## config.mk

```make
export PLATFORM = sky130hd
export DESIGN_NAME = ppm_port_mux
export DESIGN_NICKNAME = d
export VERILOG_FILES = /design/src/common/ppm_pkg.sv /design/src/hdl/ppm_pin_drive.sv /design/src/hdl/ppm_port_mux.sv /design/src/hdl/ppm_sync.sv
export SDC_FILE = /design/constraint.sdc
export NUM_CORES = 1
export LEC_CHECK = 0
export BUFFER_PORTS_ARGS = -buffer_cell sky130_fd_sc_hd__buf_4
export CORE_AREA = 2 2 116 118
export DETAILED_ROUTE_END_ITERATION = 10
export DIE_AREA = 0 0 118 120
export PLACE_DENSITY = 0.7
export SETUP_SLACK_MARGIN = 0.3
export SYNTH_ARGS = -nofsm -noshare
export SYNTH_HDL_FRONTEND = slang
export SYNTH_SLANG_ARGS = --single-unit
```

## constraint.sdc

```tcl
create_clock -name ref_clk -period 1.23 [get_ports ref_clk]
set_input_delay 0.246 -clock ref_clk [delete_from_list [all_inputs] [get_ports ref_clk]]
set_output_delay 0.246 -clock ref_clk [all_outputs]
set_load 0.05 [all_outputs]
```

## src/common/ppm_pkg.sv

```systemverilog
/*
 * constants for the port pin mux block: register indices, reset values,
 * field positions and pin-to-function index mapping.
 * assumes an 8-bit register port with a 4-bit register index.
 */
package ppm_pkg;

  // ************************************************************
  // register port
  // ************************************************************
  localparam int ADDR_W = 4;
  localparam int DATA_W = 8;

  localparam logic [ADDR_W-1:0] REG_PE_LEVELS = 4'h0;
  localparam logic [ADDR_W-1:0] REG_PE_LATCH = 4'h1;
  localparam logic [ADDR_W-1:0] REG_PE_DIR = 4'h2;
  localparam logic [ADDR_W-1:0] REG_PF_LEVELS = 4'h3;
  localparam logic [ADDR_W-1:0] REG_PF_LATCH = 4'h4;
  localparam logic [ADDR_W-1:0] REG_PF_DIR = 4'h5;
  localparam logic [ADDR_W-1:0] REG_SEG_MID = 4'h6;
  localparam logic [ADDR_W-1:0] REG_SEG_UPPER = 4'h7;
  localparam logic [ADDR_W-1:0] REG_CMP_CTRL = 4'h8;
  localparam logic [ADDR_W-1:0] REG_AN_FIRST = 4'h9;
  localparam logic [ADDR_W-1:0] REG_AN_SECOND = 4'ha;
  localparam logic [ADDR_W-1:0] REG_OD_FIRST = 4'hb;
  localparam logic [ADDR_W-1:0] REG_OD_SECOND = 4'hc;
  localparam logic [ADDR_W-1:0] REG_PAD_CFG = 4'hd;
  localparam logic [ADDR_W-1:0] REG_ALT_CTRL = 4'he;

  // ************************************************************
  // reset values
  // ************************************************************
  localparam logic [DATA_W-1:0] RST_ZERO = 8'h00;
  localparam logic [DATA_W-1:0] RST_DIR = 8'hff;
  localparam logic [DATA_W-1:0] RST_ANALOG = 8'hff;
  localparam logic [DATA_W-1:0] RST_ALT = 8'h01;

  // ************************************************************
  // field positions
  // ************************************************************
  localparam int ALT_CCPB_SEL_BIT = 0;
  localparam int ALT_SHDN_TRI_BIT = 1;
  localparam int CMP_C1_EN_BIT = 0;
  localparam int CMP_C2_EN_BIT = 1;
  localparam int CMP_C1_OE_BIT = 2;
  localparam int CMP_C2_OE_BIT = 3;
  localparam int OD1_CCP2_BIT = 6;
  localparam int PAD_REPU_BIT = 6;
  localparam int E_TOP_BIT = 7;
  localparam logic [DATA_W-1:0] OD2_SMALL_MASK = 8'h3f;
  localparam logic [DATA_W-1:0] PAD_CFG_MASK = 8'he6;
  localparam logic [DATA_W-1:0] OD1_MASK = 8'he1;
  localparam logic [DATA_W-1:0] CMP_MASK = 8'h0f;
  localparam logic [DATA_W-1:0] ALT_MASK = 8'h03;

  // ************************************************************
  // pin to segment / analog channel mapping
  // ************************************************************
  localparam int SEG_BASE = 16;
  localparam int SEG_E_TOP = 31;
  localparam int RF_SEG_OFS = 18;
  localparam int RF_AN_OFS = 5;
  localparam int RF_TOP = 7;
  localparam int RF_TOP_SEG = 25;
  localparam int RF_TOP_AN = 5;
  localparam int SMALL_MEM_KB = 32;

endpackage : ppm_pkg

```

## src/hdl/ppm_pin_drive.sv

```systemverilog
/*
 * output driver selection for one pin: latch or alternate data,
 * direction, forced tri-state, open drain and segment disable.
 * assumes all inputs come from logic on the same clock.
 */
`timescale 1ns/10ps
`default_nettype none
module ppm_pin_drive (
  input wire logic latch_bit,
  input wire logic dir_bit,
  input wire logic alt_en,
  input wire logic alt_data,
  input wire logic force_tri,
  input wire logic open_drain,
  input wire logic seg_en,
  output logic pin_out,
  output logic pin_oe
);
  logic drive;

  always_comb begin
    // alternate function wins over latch data while it owns the pin
    pin_out = alt_en ? alt_data : latch_bit;
    // a zero direction bit means output
    drive = !dir_bit && !force_tri && !seg_en;
    // open drain only pulls low
    pin_oe = drive && !(open_drain && pin_out);
  end
endmodule : ppm_pin_drive
`default_nettype wire

```

## src/hdl/ppm_port_mux.sv

```systemverilog
/*
 * port mux for the top pin of port e and the seven pins of port f:
 * direction and latch registers, alternate capture/pwm, comparator and
 * lcd segment overrides, analog select, open drain and pad config.
 * assumes an 8-bit register port with read data one cycle after the read
 * strobe, and comparator / capture unit signals on ref_clk.
 */
// Added by the designer: the register offsets and the address-and-strobe port.
// How it works
// - port f: seven pins, each own direction
// - direction and latch registers; outputs drive latch
// - direction one input, zero output
// - capture unit output beats latch; else capture
// - capture unit routed only when select cleared
// - pwm output tri-stated during shutdown, optionally
// - segment 31 enabled disables top pin driver
// - function-owned pins still need a zero direction bit to drive
// - all port f inputs are schmitt buffered
// - pins one to six carry comparator signals
// - reset: port f pins analog, their digital reads zero
// - segment enabled pins lose port functions
// - small memory parts lack two open-drain bits
`timescale 1ns/10ps
`default_nettype none
module ppm_port_mux #(
  parameter int PROG_MEM_KB = 64
) (
  input wire logic ref_clk,
  input wire logic rst_n,
  input wire logic [ppm_pkg::ADDR_W-1:0] reg_addr,
  input wire logic [ppm_pkg::DATA_W-1:0] reg_wdata,
  input wire logic reg_wr,
  input wire logic reg_rd,
  output logic [ppm_pkg::DATA_W-1:0] reg_rdata,
  input wire logic e_top_pin_in,
  output logic e_top_pin_out,
  output logic e_top_pin_oe,
  input wire logic [7:1] f_pin_in,
  output logic [7:1] f_pin_out,
  output logic [7:1] f_pin_oe,
  input wire logic ccp_b_out,
  input wire logic ccp_b_out_en,
  input wire logic pwm_shutdown,
  output logic ccp_b_capture,
  input wire logic comp1_out,
  input wire logic comp2_out,
  output logic [1:0] comp_enable,
  output logic e_pullup_en
);
  import ppm_pkg::*;

  // ************************************************************
  // elaboration checks
  // ************************************************************
  generate
    if (PROG_MEM_KB <= 0) begin : g_bad_mem
      $error("ppm_port_mux: PROG_MEM_KB must be positive");
    end
  endgenerate

  localparam bit SMALL_MEM = (PROG_MEM_KB == SMALL_MEM_KB);
  // the two top open-drain bits only exist on larger parts
  localparam logic [DATA_W-1:0] OD2_MASK = SMALL_MEM ? OD2_SMALL_MASK : 8'hff;

  // ************************************************************
  // index helpers
  // ************************************************************
  function automatic logic [3:0] seg_idx(input int k);
    int s;
    s = (k == RF_TOP) ? RF_TOP_SEG : RF_SEG_OFS + k;
    return 4'(s - SEG_BASE);
  endfunction : seg_idx

  function automatic logic [3:0] an_idx(input int k);
    int a;
    a = (k == RF_TOP) ? RF_TOP_AN : RF_AN_OFS + k;
    return 4'(a);
  endfunction : an_idx

  function automatic logic hit(input logic [ADDR_W-1:0] a,
                               input logic [ADDR_W-1:0] r);
    return a == r;
  endfunction : hit

  // ************************************************************
  // registers
  // ************************************************************
  logic [DATA_W-1:0] pe_latch_q;
  logic [DATA_W-1:0] pe_dir_q;
  logic [7:1] pf_latch_q;
  logic [7:1] pf_dir_q;
  logic [DATA_W-1:0] seg_mid_q;
  logic [DATA_W-1:0] seg_upper_q;
  logic [DATA_W-1:0] cmp_ctrl_q;
  logic [DATA_W-1:0] an_first_q;
  logic [DATA_W-1:0] an_second_q;
  logic [DATA_W-1:0] od_first_q;
  logic [DATA_W-1:0] od_second_q;
  logic [DATA_W-1:0] pad_cfg_q;
  logic [DATA_W-1:0] alt_ctrl_q;
  logic [DATA_W-1:0] rdata_d;
  logic ccp_capture_d;

  // a write to the level register lands in the latch, same as a latch write
  always_ff @(posedge ref_clk or negedge rst_n) begin
    if (!rst_n) begin
      pe_latch_q <= RST_ZERO;
      pf_latch_q <= RST_ZERO[7:1];
    end else if (reg_wr) begin
      if (hit(reg_addr, REG_PE_LEVELS) || hit(reg_addr, REG_PE_LATCH)) begin
        pe_latch_q <= reg_wdata;
      end
      if (hit(reg_addr, REG_PF_LEVELS) || hit(reg_addr, REG_PF_LATCH)) begin
        pf_latch_q <= reg_wdata[7:1];
      end
    end
  end

  // directions come out of reset as inputs
  always_ff @(posedge ref_clk or negedge rst_n) begin
    if (!rst_n) begin
      pe_dir_q <= RST_DIR;
      pf_dir_q <= RST_DIR[7:1];
    end else if (reg_wr) begin
      if (hit(reg_addr, REG_PE_DIR)) begin
        pe_dir_q <= reg_wdata;
      end
      if (hit(reg_addr, REG_PF_DIR)) begin
        pf_dir_q <= reg_wdata[7:1];
      end
    end
  end

  always_ff @(posedge ref_clk or negedge rst_n) begin
    if (!rst_n) begin
      seg_mid_q <= RST_ZERO;
      seg_upper_q <= RST_ZERO;
    end else if (reg_wr) begin
      if (hit(reg_addr, REG_SEG_MID)) begin
        seg_mid_q <= reg_wdata;
      end
      if (hit(reg_addr, REG_SEG_UPPER)) begin
        seg_upper_q <= reg_wdata;
      end
    end
  end

  // analog selects reset to analog so pins start as analog inputs
  always_ff @(posedge ref_clk or negedge rst_n) begin
    if (!rst_n) begin
      an_first_q <= RST_ANALOG;
      an_second_q <= RST_ANALOG;
      cmp_ctrl_q <= RST_ZERO;
    end else if (reg_wr) begin
      if (hit(reg_addr, REG_AN_FIRST)) begin
        an_first_q <= reg_wdata;
      end
      if (hit(reg_addr, REG_AN_SECOND)) begin
        an_second_q <= reg_wdata;
      end
      if (hit(reg_addr, REG_CMP_CTRL)) begin
        cmp_ctrl_q <= reg_wdata & CMP_MASK;
      end
    end
  end

  always_ff @(posedge ref_clk or negedge rst_n) begin
    if (!rst_n) begin
      od_first_q <= RST_ZERO;
      od_second_q <= RST_ZERO;
      pad_cfg_q <= RST_ZERO;
      alt_ctrl_q <= RST_ALT;
    end else if (reg_wr) begin
      if (hit(reg_addr, REG_OD_FIRST)) begin
        od_first_q <= reg_wdata & OD1_MASK;
      end
      if (hit(reg_addr, REG_OD_SECOND)) begin
        od_second_q <= reg_wdata & OD2_MASK;
      end
      if (hit(reg_addr, REG_PAD_CFG)) begin
        pad_cfg_q <= reg_wdata & PAD_CFG_MASK;
      end
      if (hit(reg_addr, REG_ALT_CTRL)) begin
        alt_ctrl_q <= reg_wdata & ALT_MASK;
      end
    end
  end

  // ************************************************************
  // pin input path
  // ************************************************************
  logic e_top_sync;
  logic [7:1] f_sync;
  logic [15:0] seg_all;
  logic [15:0] an_all;
  logic [7:1] f_seg_en;
  logic [7:1] f_analog;
  logic [7:1] f_dig_in;
  logic e_top_seg;
  logic e_top_dig;

  // pin levels cross into ref_clk; the pad's schmitt buffer sits in front
  ppm_sync #(.W(1)) u_sync_e (
    .ref_clk(ref_clk),
    .rst_n(rst_n),
    .async_in(e_top_pin_in),
    .sync_out(e_top_sync)
  );

  ppm_sync #(.W(7)) u_sync_f (
    .ref_clk(ref_clk),
    .rst_n(rst_n),
    .async_in(f_pin_in),
    .sync_out(f_sync)
  );

  assign seg_all = {seg_upper_q, seg_mid_q};
  assign an_all = {an_second_q, an_first_q};
  assign e_top_seg = seg_all[4'(SEG_E_TOP - SEG_BASE)];

  // comparator inputs sit on pins 3..6: an enabled comparator blocks them
  always_comb begin
    for (int k = 1; k <= 7; k++) begin
      f_seg_en[k] = seg_all[seg_idx(k)];
      f_analog[k] = an_all[an_idx(k)];
    end
    f_dig_in = f_sync & ~f_seg_en & ~f_analog;
    if (cmp_ctrl_q[CMP_C2_EN_BIT]) begin
      f_dig_in[4:3] = 2'h0;
    end
    if (cmp_ctrl_q[CMP_C1_EN_BIT]) begin
      f_dig_in[6:5] = 2'h0;
    end
    e_top_dig = e_top_sync && !e_top_seg;
  end

  // ************************************************************
  // top pin of port e: capture/compare unit, pwm shutdown, segment
  // ************************************************************
  logic ccp_routed;
  logic ccp_drive;
  logic ccp_tri;
  logic ccp_od;

  assign ccp_routed = !alt_ctrl_q[ALT_CCPB_SEL_BIT];
  assign ccp_drive = ccp_routed && ccp_b_out_en;
  assign ccp_tri = ccp_drive && alt_ctrl_q[ALT_SHDN_TRI_BIT] && pwm_shutdown;
  assign ccp_od = ccp_drive && od_first_q[OD1_CCP2_BIT];

  ppm_pin_drive u_drive_e (
    .latch_bit(pe_latch_q[E_TOP_BIT]),
    .dir_bit(pe_dir_q[E_TOP_BIT]),
    .alt_en(ccp_drive),
    .alt_data(ccp_b_out),
    .force_tri(ccp_tri),
    .open_drain(ccp_od),
    .seg_en(e_top_seg),
    .pin_out(e_top_pin_out),
    .pin_oe(e_top_pin_oe)
  );

  // capture input only sees the pin while the unit owns it as an input
  assign ccp_capture_d = ccp_routed && pe_dir_q[E_TOP_BIT] && e_top_dig;

  always_ff @(posedge ref_clk or negedge rst_n) begin
    if (!rst_n) begin
      ccp_b_capture <= 1'b0;
    end else begin
      ccp_b_capture <= ccp_capture_d;
    end
  end

  // ************************************************************
  // port f drivers: comparator outputs on pins 1 and 2
  // ************************************************************
  logic [7:1] f_alt_en;
  logic [7:1] f_alt_data;

  always_comb begin
    f_alt_en = '0;
    f_alt_data = '0;
    f_alt_en[1] = cmp_ctrl_q[CMP_C2_EN_BIT] && cmp_ctrl_q[CMP_C2_OE_BIT];
    f_alt_data[1] = comp2_out;
    f_alt_en[2] = cmp_ctrl_q[CMP_C1_EN_BIT] && cmp_ctrl_q[CMP_C1_OE_BIT];
    f_alt_data[2] = comp1_out;
  end

  // a segment-owned pin is driven off whatever its direction bit says
  genvar gk;
  generate
    for (gk = 1; gk <= 7; gk++) begin : g_pf
      ppm_pin_drive u_drive_f (
        .latch_bit(pf_latch_q[gk]),
        .dir_bit(pf_dir_q[gk]),
        .alt_en(f_alt_en[gk]),
        .alt_data(f_alt_data[gk]),
        .force_tri(1'b0),
        .open_drain(1'b0),
        .seg_en(f_seg_en[gk]),
        .pin_out(f_pin_out[gk]),
        .pin_oe(f_pin_oe[gk])
      );
    end
  endgenerate

  assign comp_enable = {cmp_ctrl_q[CMP_C2_EN_BIT], cmp_ctrl_q[CMP_C1_EN_BIT]};
  assign e_pullup_en = pad_cfg_q[PAD_REPU_BIT];

  // ************************************************************
  // read path
  // ************************************************************
  // only the top pin of port e lives here; its level read shows the lower seven as zero
  always_comb begin
    rdata_d = RST_ZERO;
    case (reg_addr)
      REG_PE_LEVELS: rdata_d = {e_top_dig, 7'h00};
      REG_PE_LATCH: rdata_d = pe_latch_q;
      REG_PE_DIR: rdata_d = pe_dir_q;
      REG_PF_LEVELS: rdata_d = {f_dig_in, 1'b0};
      REG_PF_LATCH: rdata_d = {pf_latch_q, 1'b0};
      REG_PF_DIR: rdata_d = {pf_dir_q, 1'b1};
      REG_SEG_MID: rdata_d = seg_mid_q;
      REG_SEG_UPPER: rdata_d = seg_upper_q;
      REG_CMP_CTRL: rdata_d = cmp_ctrl_q;
      REG_AN_FIRST: rdata_d = an_first_q;
      REG_AN_SECOND: rdata_d = an_second_q;
      REG_OD_FIRST: rdata_d = od_first_q;
      REG_OD_SECOND: rdata_d = od_second_q;
      REG_PAD_CFG: rdata_d = pad_cfg_q;
      REG_ALT_CTRL: rdata_d = alt_ctrl_q;
      default: rdata_d = RST_ZERO;
    endcase
  end

  // read data stands only in the cycle after the strobe
  always_ff @(posedge ref_clk or negedge rst_n) begin
    if (!rst_n) begin
      reg_rdata <= RST_ZERO;
    end else if (reg_rd) begin
      reg_rdata <= rdata_d;
    end else begin
      reg_rdata <= RST_ZERO;
    end
  end

endmodule : ppm_port_mux
`default_nettype wire

```

## src/hdl/ppm_sync.sv

```systemverilog
/*
 * two flip-flop level synchroniser, one lane per bit.
 * assumes inputs are asynchronous pin levels.
 */
`timescale 1ns/10ps
`default_nettype none
module ppm_sync #(
  parameter int W = 1
) (
  input wire logic ref_clk,
  input wire logic rst_n,
  input wire logic [W-1:0] async_in,
  output logic [W-1:0] sync_out
);
  logic [W-1:0] meta_q;

  // the first stage feeds only the second stage
  always_ff @(posedge ref_clk or negedge rst_n) begin
    if (!rst_n) begin
      meta_q <= '0;
      sync_out <= '0;
    end else begin
      meta_q <= async_in;
      sync_out <= meta_q;
    end
  end
endmodule : ppm_sync
`default_nettype wire

```

==> results of run 1 <==
==> worst max-delay path: cells and delay by family, from the launching register on <==
kind	cells	cell delay, ns
DFF	1	0.57
muxes	1	0.29
buffers and inverters	1	0.15
and+or+nand+nor	1	0.13
==> cell families after synthesis <==
group	after synthesis	share of synthesized area
DFF	107	0.538
other	1	0.000743
and+or+nand+nor	75	0.0833
muxes	101	0.226
AOI/OAI and AO/OA	61	0.0964
buffers and inverters	45	0.0550
==> routing by layer <==
layer	global-route usage	part of all wire	wire [µm]	vias to the layer above
met5	0	0	0	-
met4	0.120	0.042	712	0
met3	0.0589	0.080	1370	64
met2	0.382	0.47	8060	242
met1	0.316	0.41	6950	2112
li1	-	-	-	1764
==> cell type report <==
cell class | count | area (µm²)
fillers | 911 | 4940
multi-input cells | 239 | 2730
flip-flops and latches | 107 | 2720
repair buffers | 197 | 2030
clock buffers | 12 | 256
well taps | 176 | 220
inverters | 6 | 35.0
clock inverters | 4 | 33.8
==> stage by stage <==
stage | worst slack, ns | util | setup TNS, ns
global route | -0.544 | 0.619 | -4.55
CTS | -0.506 | 0.600 | -3.23
floorplan | -0.169 | - | -6.60
finish | -0.514 | 0.619 | -3.81
detailed placement | -0.460 | 0.504 | -31.37
global placement | -0.418 | 0.504 | -29.61
==> path summary, 6_finish.rpt <==
kind	to	slack [ns]	cells past startpoint
worst max-delay path	e_top_pin_out	-0.51	3
worst min-delay path	seg_upper_q[2]$_DFFE_PN0P_	0.23	2
worst max register to register	reg_rdata[0]$_DFF_PN0_	-0.50	8
worst min register to register	u_sync_f.sync_out[0]$_DFF_PN0_	0.35	0
max in group asynchronous	an_second_q[3]$_DFFE_PN1P_	0.38	3
min in group asynchronous	u_sync_f.meta_q[3]$_DFF_PN0_	0.33	2
==> flip-flops by register name, summed over array words and instances (netlist names) <==
name,count
reg_rdata,8
pe_dir_q,8
cmp_ctrl_q,4
pf_dir_q,7
od_first_q,4
pe_latch_q,8
pad_cfg_q,5
an_first_q,8
od_second_q,8
alt_ctrl_q,2
pf_latch_q,7
u_sync_f.sync_out,7
seg_mid_q,8
an_second_q,8
seg_upper_q,8
u_sync_f.meta_q,7
==> power by group <==
group          switching, µW  total, µW  internal (µW)
combinational           1900       4250           2350
sequential               595       5010           4410
clock                   1350       2850           1500
total                   3840      12100           8260
==> placed cells by master, fill, tap and decap left out, types with 6 or more instances in the layout <==
master / netlist / routed
dfrtp_1: 75 / 70
nor2_1: 21 / 8
buf_12: 0 / 11
clkbuf_16: 0 / 9
nor2_4: 1 / 16
nand3_1: 7 / 6
mux2i_1: 9 / 8
a31oi_1: 12 / 10
dlygate4sd3_1: 0 / 8
buf_6: 2 / 64
dfstp_2: 32 / 32
a32oi_1: 6 / 6
buf_4: 23 / 99
mux2_4: 0 / 89
a22o_1: 9 / 9
buf_8: 0 / 12
==> repair_timing <==
action,4_1_cts,5_1_grt
endpoints found under the setup margin,119,119
cloned,3,0
buffers inserted,36,14
pin swaps,29,15
resized for setup,140,28
endpoints found under the hold margin,19,1
hold buffers,7,1
==> flow_summary.json, run 1 <==
{
  "numCtsBuffers": 9,
  "synthCells": 390,
  "pin_count": 57,
  "cp.required_ns": 0.98,
  "violations": "setup timing",
  "fin_nets": 589,
  "avgSynthCellArea_um2": 12.9,
  "clk_path_buf_depth": 2,
  "p_per_area_nw_per_um2": 1510,
  "clk-insertion-delay-late_ns": 0.36,
  "gr-total-overflow": 0,
  "ir_drop_v": 0.000941,
  "worstSetupStartpointType": "flip-flop",
  "num_vias": 4182,
  "dp_hpwl_um": 10600,
  "start_util": 0.389,
  "synth_most_common_cell": "mux2_2",
  "r2r_start": "alt_ctrl_q[0]$_DFFE_PN1P_",
  "slew_viol_final": 0,
  "die-area_um2": 14200,
  "synth_warnings": 0,
  "synth_area_leaders": "dfrtp_1, mux2_2, dfstp_2, buf_4, mux2i_1",
  "grt_pass1_vias": 4349,
  "synth_ff_type": "dfrtp_1",
  "diodes": 0,
  "wl_per_cell_um": 23.1,
  "rows": 42,
  "clkSinkCount": 107,
  "seq_area_frac_synth": 0.538,
  "cpPeakStageDelay_ns": 0.57,
  "die_h_um": 120,
  "synth_top_area_cell": "dfrtp_1",
  "critical_path_class": "reg2out",
  "period_needed_ns": 1.74,
  "leakage_uw": 0.00362,
  "max_freq_ghz": 0.573,
  "synth_edf_count": 0,
  "synthArstFlopShare": 1.00,
  "cts_tree": "done",
  "hold_start": "reg_wdata[2]",
  "ys_ff_latch": 107,
  "final_area_um2": 8040,
  "routabilityCongestion": 0.987,
  "whs_ns": 0.231,
  "min_period_over_period": 1.42,
  "final-hold-violation-count": 0,
  "synth_top_cell_area_share": 0.372,
  "netlist_area_um2": 5050,
  "grt_antenna_before_repair": 0,
  "rsz0062_at_grt": "yes",
  "cts_root_buf": "clkbuf_16",
  "grt_first_pass_wirelength_um": 25900,
  "arrival_ns": 1.50,
  "detail_route.first_pass.iterations": 5,
  "cp-startpoint": "alt_ctrl_q[0]$_DFFE_PN1P_",
  "fin_worst_skew_ns": 0.0111,
  "min_path_type": "in2reg",
  "drt_iter0_drc": 409,
  "slowest_stage": "dfstp_2",
  "end_kind": "primary output",
  "htreeDepth": 3,
  "drc": 0,
  "dieWidth_um": 118,
  "fin_ws_ns": -0.514,
  "status": "finished with violations",
  "clk_pin_slew_ns": 0.07,
  "fp.coreArea_um2": 13000,
  "drt-total-wl_um": 17100,
  "grt_use_total": 0.243,
  "setup_violations": 39,
  "dpl.cell_count": 664,
  "synthTopCellsByCount": "mux2_2, dfrtp_1, dfstp_2, buf_4, nor2_1",
  "worstPathCellList": "nand2b_4 -> mux2_4 -> buf_6",
  "drive_above_1_share": 0.688,
  "area_growth_pct": 59.2,
  "finalNonFillerCells": 741,
  "place_area_um2": 6540,
  "p_total_uw": 12100,
  "portBuffers": 52,
  "grt_max_degree": 26,
  "cp_max_fo": 2,
  "cap_violations": 0,
  "antenna_left": 0,
  "synth.distinct_cells": 53,
  "viasPerCell": 5.64
}
No activity file was read; power rests on OpenSTA's default activity.
==> inputs of run 2 (changes only) <==
- PLACE_DENSITY: 0.7 -> 0.56
==> run 2 against run 1 <==
Net effect:
- the run ends with hold timing, setup timing left
- cell count down 1.5%
- hold slack worse by 0.42 ns
- clock skew grew 0.0051 ns
- die area unchanged
- combinational power shrank 4%
- critical endpoint unchanged
- largest cell class is now flip-flops and latches
- highest routed layer unchanged
==> flow_summary.json, run 2 (synthesized netlist as in run 1, its figures left out) <==
{
  "filler_cell_count": 1048,
  "antenna_left": 0,
  "cp-endpoint": "e_top_pin_out",
  "grt_max_degree": 25,
  "grt_first_pass_wirelength_um": 24500,
  "final_core_util": 0.601,
  "area_growth_pct": 54.5,
  "period_needed_ns": 1.76,
  "drt-total-wl_um": 15700,
  "status": "finished with violations",
  "start_util": 0.389,
  "cts_root_buf": "clkbuf_16",
  "cp-startpoint": "alt_ctrl_q[0]$_DFFE_PN1P_",
  "dieWidth_um": 118,
  "viasPerCell": 5.24,
  "diodes": 0,
  "hold_buffers": 7,
  "num_vias": 3828,
  "grt_antenna_before_repair": 0,
  "setup_violations": 20,
  "dp_hpwl_um": 10800,
  "finalNonFillerCells": 730,
  "critical_path_class": "reg2out",
  "end_kind": "primary output",
  "pin_count": 57,
  "wl_per_cell_um": 21.5,
  "fp.coreArea_um2": 13000,
  "leakage_uw": 0.00352,
  "fin_nets": 578,
  "arrival_ns": 1.51,
  "worstSetupStartpointType": "flip-flop",
  "r2r_slack_ns": -0.46,
  "numCtsBuffers": 9,
  "die-area_um2": 14200,
  "fin_worst_skew_ns": 0.0162,
  "htreeDepth": 3,
  "drt_iter0_drc": 235,
  "cap_violations": 0,
  "grt_use_total": 0.232,
  "cts_tree": "done",
  "r2r-end": "reg_rdata[0]$_DFF_PN0_",
  "clk-insertion-delay-late_ns": 0.36,
  "rows": 42,
  "final_common_cell": "buf_4",
  "portBuffers": 52,
  "fin_ws_ns": -0.529,
  "clkSinkCount": 107,
  "clk_path_buf_depth": 2,
  "gr-total-overflow": 0,
  "r2r_start": "alt_ctrl_q[0]$_DFFE_PN1P_",
  "reg2reg_depth": 8,
  "cp_max_fo": 2,
  "routabilityCongestion": 0.913,
  "final_cell_mix": "buf_4, mux2_4, dfrtp_1, buf_6, dfstp_2",
  "violations": "hold timing, setup timing",
  "drive_above_1_share": 0.670,
  "dpl.cell_count": 673,
  "p_per_area_nw_per_um2": 1540,
  "min_path_type": "in2async",
  "detail_route.first_pass.iterations": 4,
  "die_h_um": 120,
  "final-hold-violation-count": 15,
  "post-place-ws_ns": -0.392,
  "grt_pass1_vias": 4087,
  "min_period_over_period": 1.43,
  "drc": 0,
  "slew_viol_final": 0,
  "cp.required_ns": 0.98,
  "ir_drop_v": 0.00103,
  "clk_pin_slew_ns": 0.08,
  "max_freq_ghz": 0.568,
  "whs_ns": -0.190,
  "rsz0062_at_grt": "yes"
}
run 2: how the worst min path moves through the flow:
stage               startpoint                         to  slack [ns]
detailed placement       rst_n   pad_cfg_q[2]$_DFFE_PN0P_        0.20
global placement         rst_n   pad_cfg_q[2]$_DFFE_PN0P_        0.20
floorplan                rst_n  alt_ctrl_q[1]$_DFFE_PN0P_       -0.05
CTS                      rst_n   seg_mid_q[4]$_DFFE_PN0P_       -0.19
global route             rst_n   seg_mid_q[4]$_DFFE_PN0P_       -0.18
finish                   rst_n   seg_mid_q[4]$_DFFE_PN0P_       -0.19
run 2: timing repair:
item,in CTS,in global routing
gates resized for setup,133,13
setup buffers,28,5
cloned,1,0
setup endpoints to repair,118,119
pin swaps,27,9
endpoints found under the hold margin,22,15
run 2: per-stage QoR:
| stage | setup TNS (ns) | instance area, µm² | total power [µW] | hold slack [ns] |
|---|---|---|---|---|
| 2_1_floorplan | -6.60 | 5580 | 7270 | -0.0496 |
| 5_1_grt | -3.92 | 7800 | 12500 | -0.183 |
| 6_report | -3.10 | 7800 | 12000 | -0.190 |
| 4_1_cts | -3.20 | 7710 | 12000 | -0.187 |
| 3_5_place_dp | -28.06 | 6610 | 8180 | 0.199 |
| 3_3_place_gp | -28.02 | 6610 | 8140 | 0.196 |
run 2: layout make-up:
| type | count | area, µm² | area share |
|---|---|---|---|
| Clock buffer | 12 | 246 | 0.0316 |
| Clock inverter | 4 | 55.1 | 0.00706 |
| Inverter | 6 | 27.5 | 0.00353 |
| Multi-Input combinational cell | 239 | 2650 | 0.340 |
| Sequential cell | 107 | 2720 | 0.349 |
| Tap cell | 176 | 220 | 0.0282 |
| Timing Repair Buffer | 186 | 1880 | 0.241 |
run 2: power breakdown:
| group | switching [µW] | total (µW) | internal, µW |
|---|---|---|---|
| combinational | 1800 | 4100 | 2300 |
| sequential | 540 | 4950 | 4410 |
| clock | 1340 | 2990 | 1650 |
| total | 3670 | 12000 | 8370 |
run 2: critical path, stage by stage (launching register included):
cell,delay [ns]
dfstp_2,0.57
nand2b_4,0.13
mux2_4,0.29
buf_6,0.15
run 2: layer usage:
| metal | track usage | vias up | share of wire |
|---|---|---|---|
| met5 | 0 | - | 0 |
| met4 | 0.0761 | 0 | 0.013 |
| met3 | 0.0428 | 17 | 0.054 |
| met2 | 0.373 | 110 | 0.49 |
| met1 | 0.318 | 1971 | 0.44 |
| li1 | - | 1730 | - |
==> inputs of run 3 (changes only) <==
- PLACE_DENSITY: 0.56 -> 0.59
==> run 3 against run 2 <==
Net effect:
- critical endpoint unchanged
- global-route usage is 0.38 points higher
- sequential power hardly changed
- the run ends with setup timing left
- clock skew shrank 0.0068 ns
- maximum frequency up 2.0%
- cell area up 3.2%
- clock-buffer cell count stayed put
- critical path type unchanged
- hold slack better by 0.40 ns
==> flow_summary.json, run 3 (synthesized netlist as in run 1, its figures left out) <==
{
  "filler_cell_count": 1010,
  "period_needed_ns": 1.72,
  "num_vias": 3928,
  "portBuffers": 52,
  "post-place-ws_ns": -0.420,
  "rsz0062_at_grt": "yes",
  "antenna_left": 0,
  "final_core_util": 0.620,
  "drive_above_1_share": 0.692,
  "violations": "setup timing",
  "drt-total-wl_um": 16000,
  "die_h_um": 120,
  "end_kind": "primary output",
  "routabilityCongestion": 0.900,
  "dp_hpwl_um": 10700,
  "clkSinkCount": 107,
  "numCtsBuffers": 9,
  "cts_tree": "done",
  "arrival_ns": 1.48,
  "cp_top_family": "flip-flops",
  "dieWidth_um": 118,
  "p_per_area_nw_per_um2": 1500,
  "pin_count": 57,
  "setup_violations": 18,
  "max_freq_ghz": 0.580,
  "cap_violations": 0,
  "worstPathCellList": "nand2b_4 -> mux2_4 -> buf_6",
  "final_area_um2": 8050,
  "cts_root_buf": "clkbuf_16",
  "grt_use_total": 0.236,
  "drt_iter0_drc": 194,
  "gr-total-overflow": 0,
  "slew_viol_final": 0,
  "start_util": 0.389,
  "grt_antenna_before_repair": 0,
  "viasPerCell": 5.26,
  "die-area_um2": 14200,
  "htreeDepth": 3,
  "detail_route.first_pass.iterations": 4,
  "worstSetupStartpointType": "flip-flop",
  "fin_nets": 595,
  "leakage_uw": 0.00364,
  "fin_worst_skew_ns": 0.00934,
  "fp.coreArea_um2": 13000,
  "final-hold-violation-count": 0,
  "clk_pin_slew_ns": 0.07,
  "cp.required_ns": 0.98,
  "ir_drop_v": 0.000836,
  "min_period_over_period": 1.40,
  "final_common_cell": "buf_4",
  "critPathBufInv": 1,
  "grt_pass1_vias": 4257,
  "drc": 0,
  "min_path_type": "in2reg",
  "status": "finished with violations",
  "cp_max_fo": 2,
  "grt_max_degree": 67,
  "fin_ws_ns": -0.494,
  "wl_per_cell_um": 21.4,
  "cpPeakStageDelay_ns": 0.55,
  "clk-insertion-delay-late_ns": 0.36,
  "final_cell_mix": "buf_4, mux2_4, dfrtp_1, buf_6, dfstp_2",
  "rows": 42,
  "slowest_stage": "dfstp_2",
  "area_growth_pct": 59.4,
  "clk_path_buf_depth": 2,
  "grt_first_pass_wirelength_um": 25000,
  "diodes": 0,
  "place_area_um2": 6640,
  "critical_path_class": "reg2out"
}
-- run 3: metrics by stage --
step	cells	total power, µW	TNS [ns]	hold WS [ns]
2_1_floorplan	391	7270	-6.60	-0.0496
3_3_place_gp	677	8130	-27.65	0.249
3_5_place_dp	677	8200	-29.02	0.253
4_1_cts	729	11900	-2.99	0.214
5_1_grt	747	12600	-3.88	0.222
6_report	747	12100	-3.13	0.211
-- run 3: path summary, 6_finish.rpt --
path                       depth (start not counted)                          from                             end  slack [ns]
max                                                3     alt_ctrl_q[0]$_DFFE_PN1P_                   e_top_pin_out       -0.49
max in group asynchronous                          3                         rst_n       an_first_q[1]$_DFFE_PN1P_        0.43
min reg2reg                                        0  u_sync_f.meta_q[2]$_DFF_PN0_  u_sync_f.sync_out[2]$_DFF_PN0_        0.35
min                                                2                  reg_wdata[3]       pf_latch_q[3]$_DFFE_PN0P_        0.21
max reg2reg                                        5     alt_ctrl_q[0]$_DFFE_PN1P_          reg_rdata[0]$_DFF_PN0_       -0.28
min in group asynchronous                          3                         rst_n    u_sync_f.meta_q[5]$_DFF_PN0_        0.41
-- run 3: timing repair --
| item | 4_1_cts | 5_1_grt |
|---|---|---|
| hold buffers | 8 | 0 |
| pin swaps | 30 | 17 |
| cloned | 2 | 0 |
| buffers inserted | 26 | 18 |
| setup endpoints to repair | 119 | 118 |
| endpoints found under the hold margin | 82 | 0 |
| gates resized for setup | 145 | 26 |
-- run 3: worst register-to-register path: stages (launching register included) --
cell and delay, ns:
dfstp_2 0.55, buf_4 0.11, buf_6 0.09, a22oi_2 0.07, o32a_1 0.37, a31oi_2 0.23
-- run 3: area by class of cell --
class / count / area [µm²] / share of cell area
Sequential cell: 107 / 2720 / 0.339
Multi-Input combinational cell: 239 / 2720 / 0.338
Timing Repair Buffer: 203 / 2060 / 0.256
Clock buffer: 12 / 236 / 0.0294
Tap cell: 176 / 220 / 0.0274
Clock inverter: 4 / 52.6 / 0.00653
Inverter: 6 / 35.0 / 0.00435
-- run 3: power breakdown --
group	total, µW	internal [µW]	switching (µW)
clock	2890	1590	1310
sequential	4980	4410	573
combinational	4180	2360	1820
total	12100	8360	3700
-- run 3: per-layer routing --
metal	wire (µm)	up-vias	share of wire	global-route usage
met4	507	0	0.032	0.114
li1	-	1771	-	-
met2	7480	128	0.47	0.365
met1	7070	1999	0.44	0.317
met3	909	30	0.057	0.0480
met5	0	-	0	0
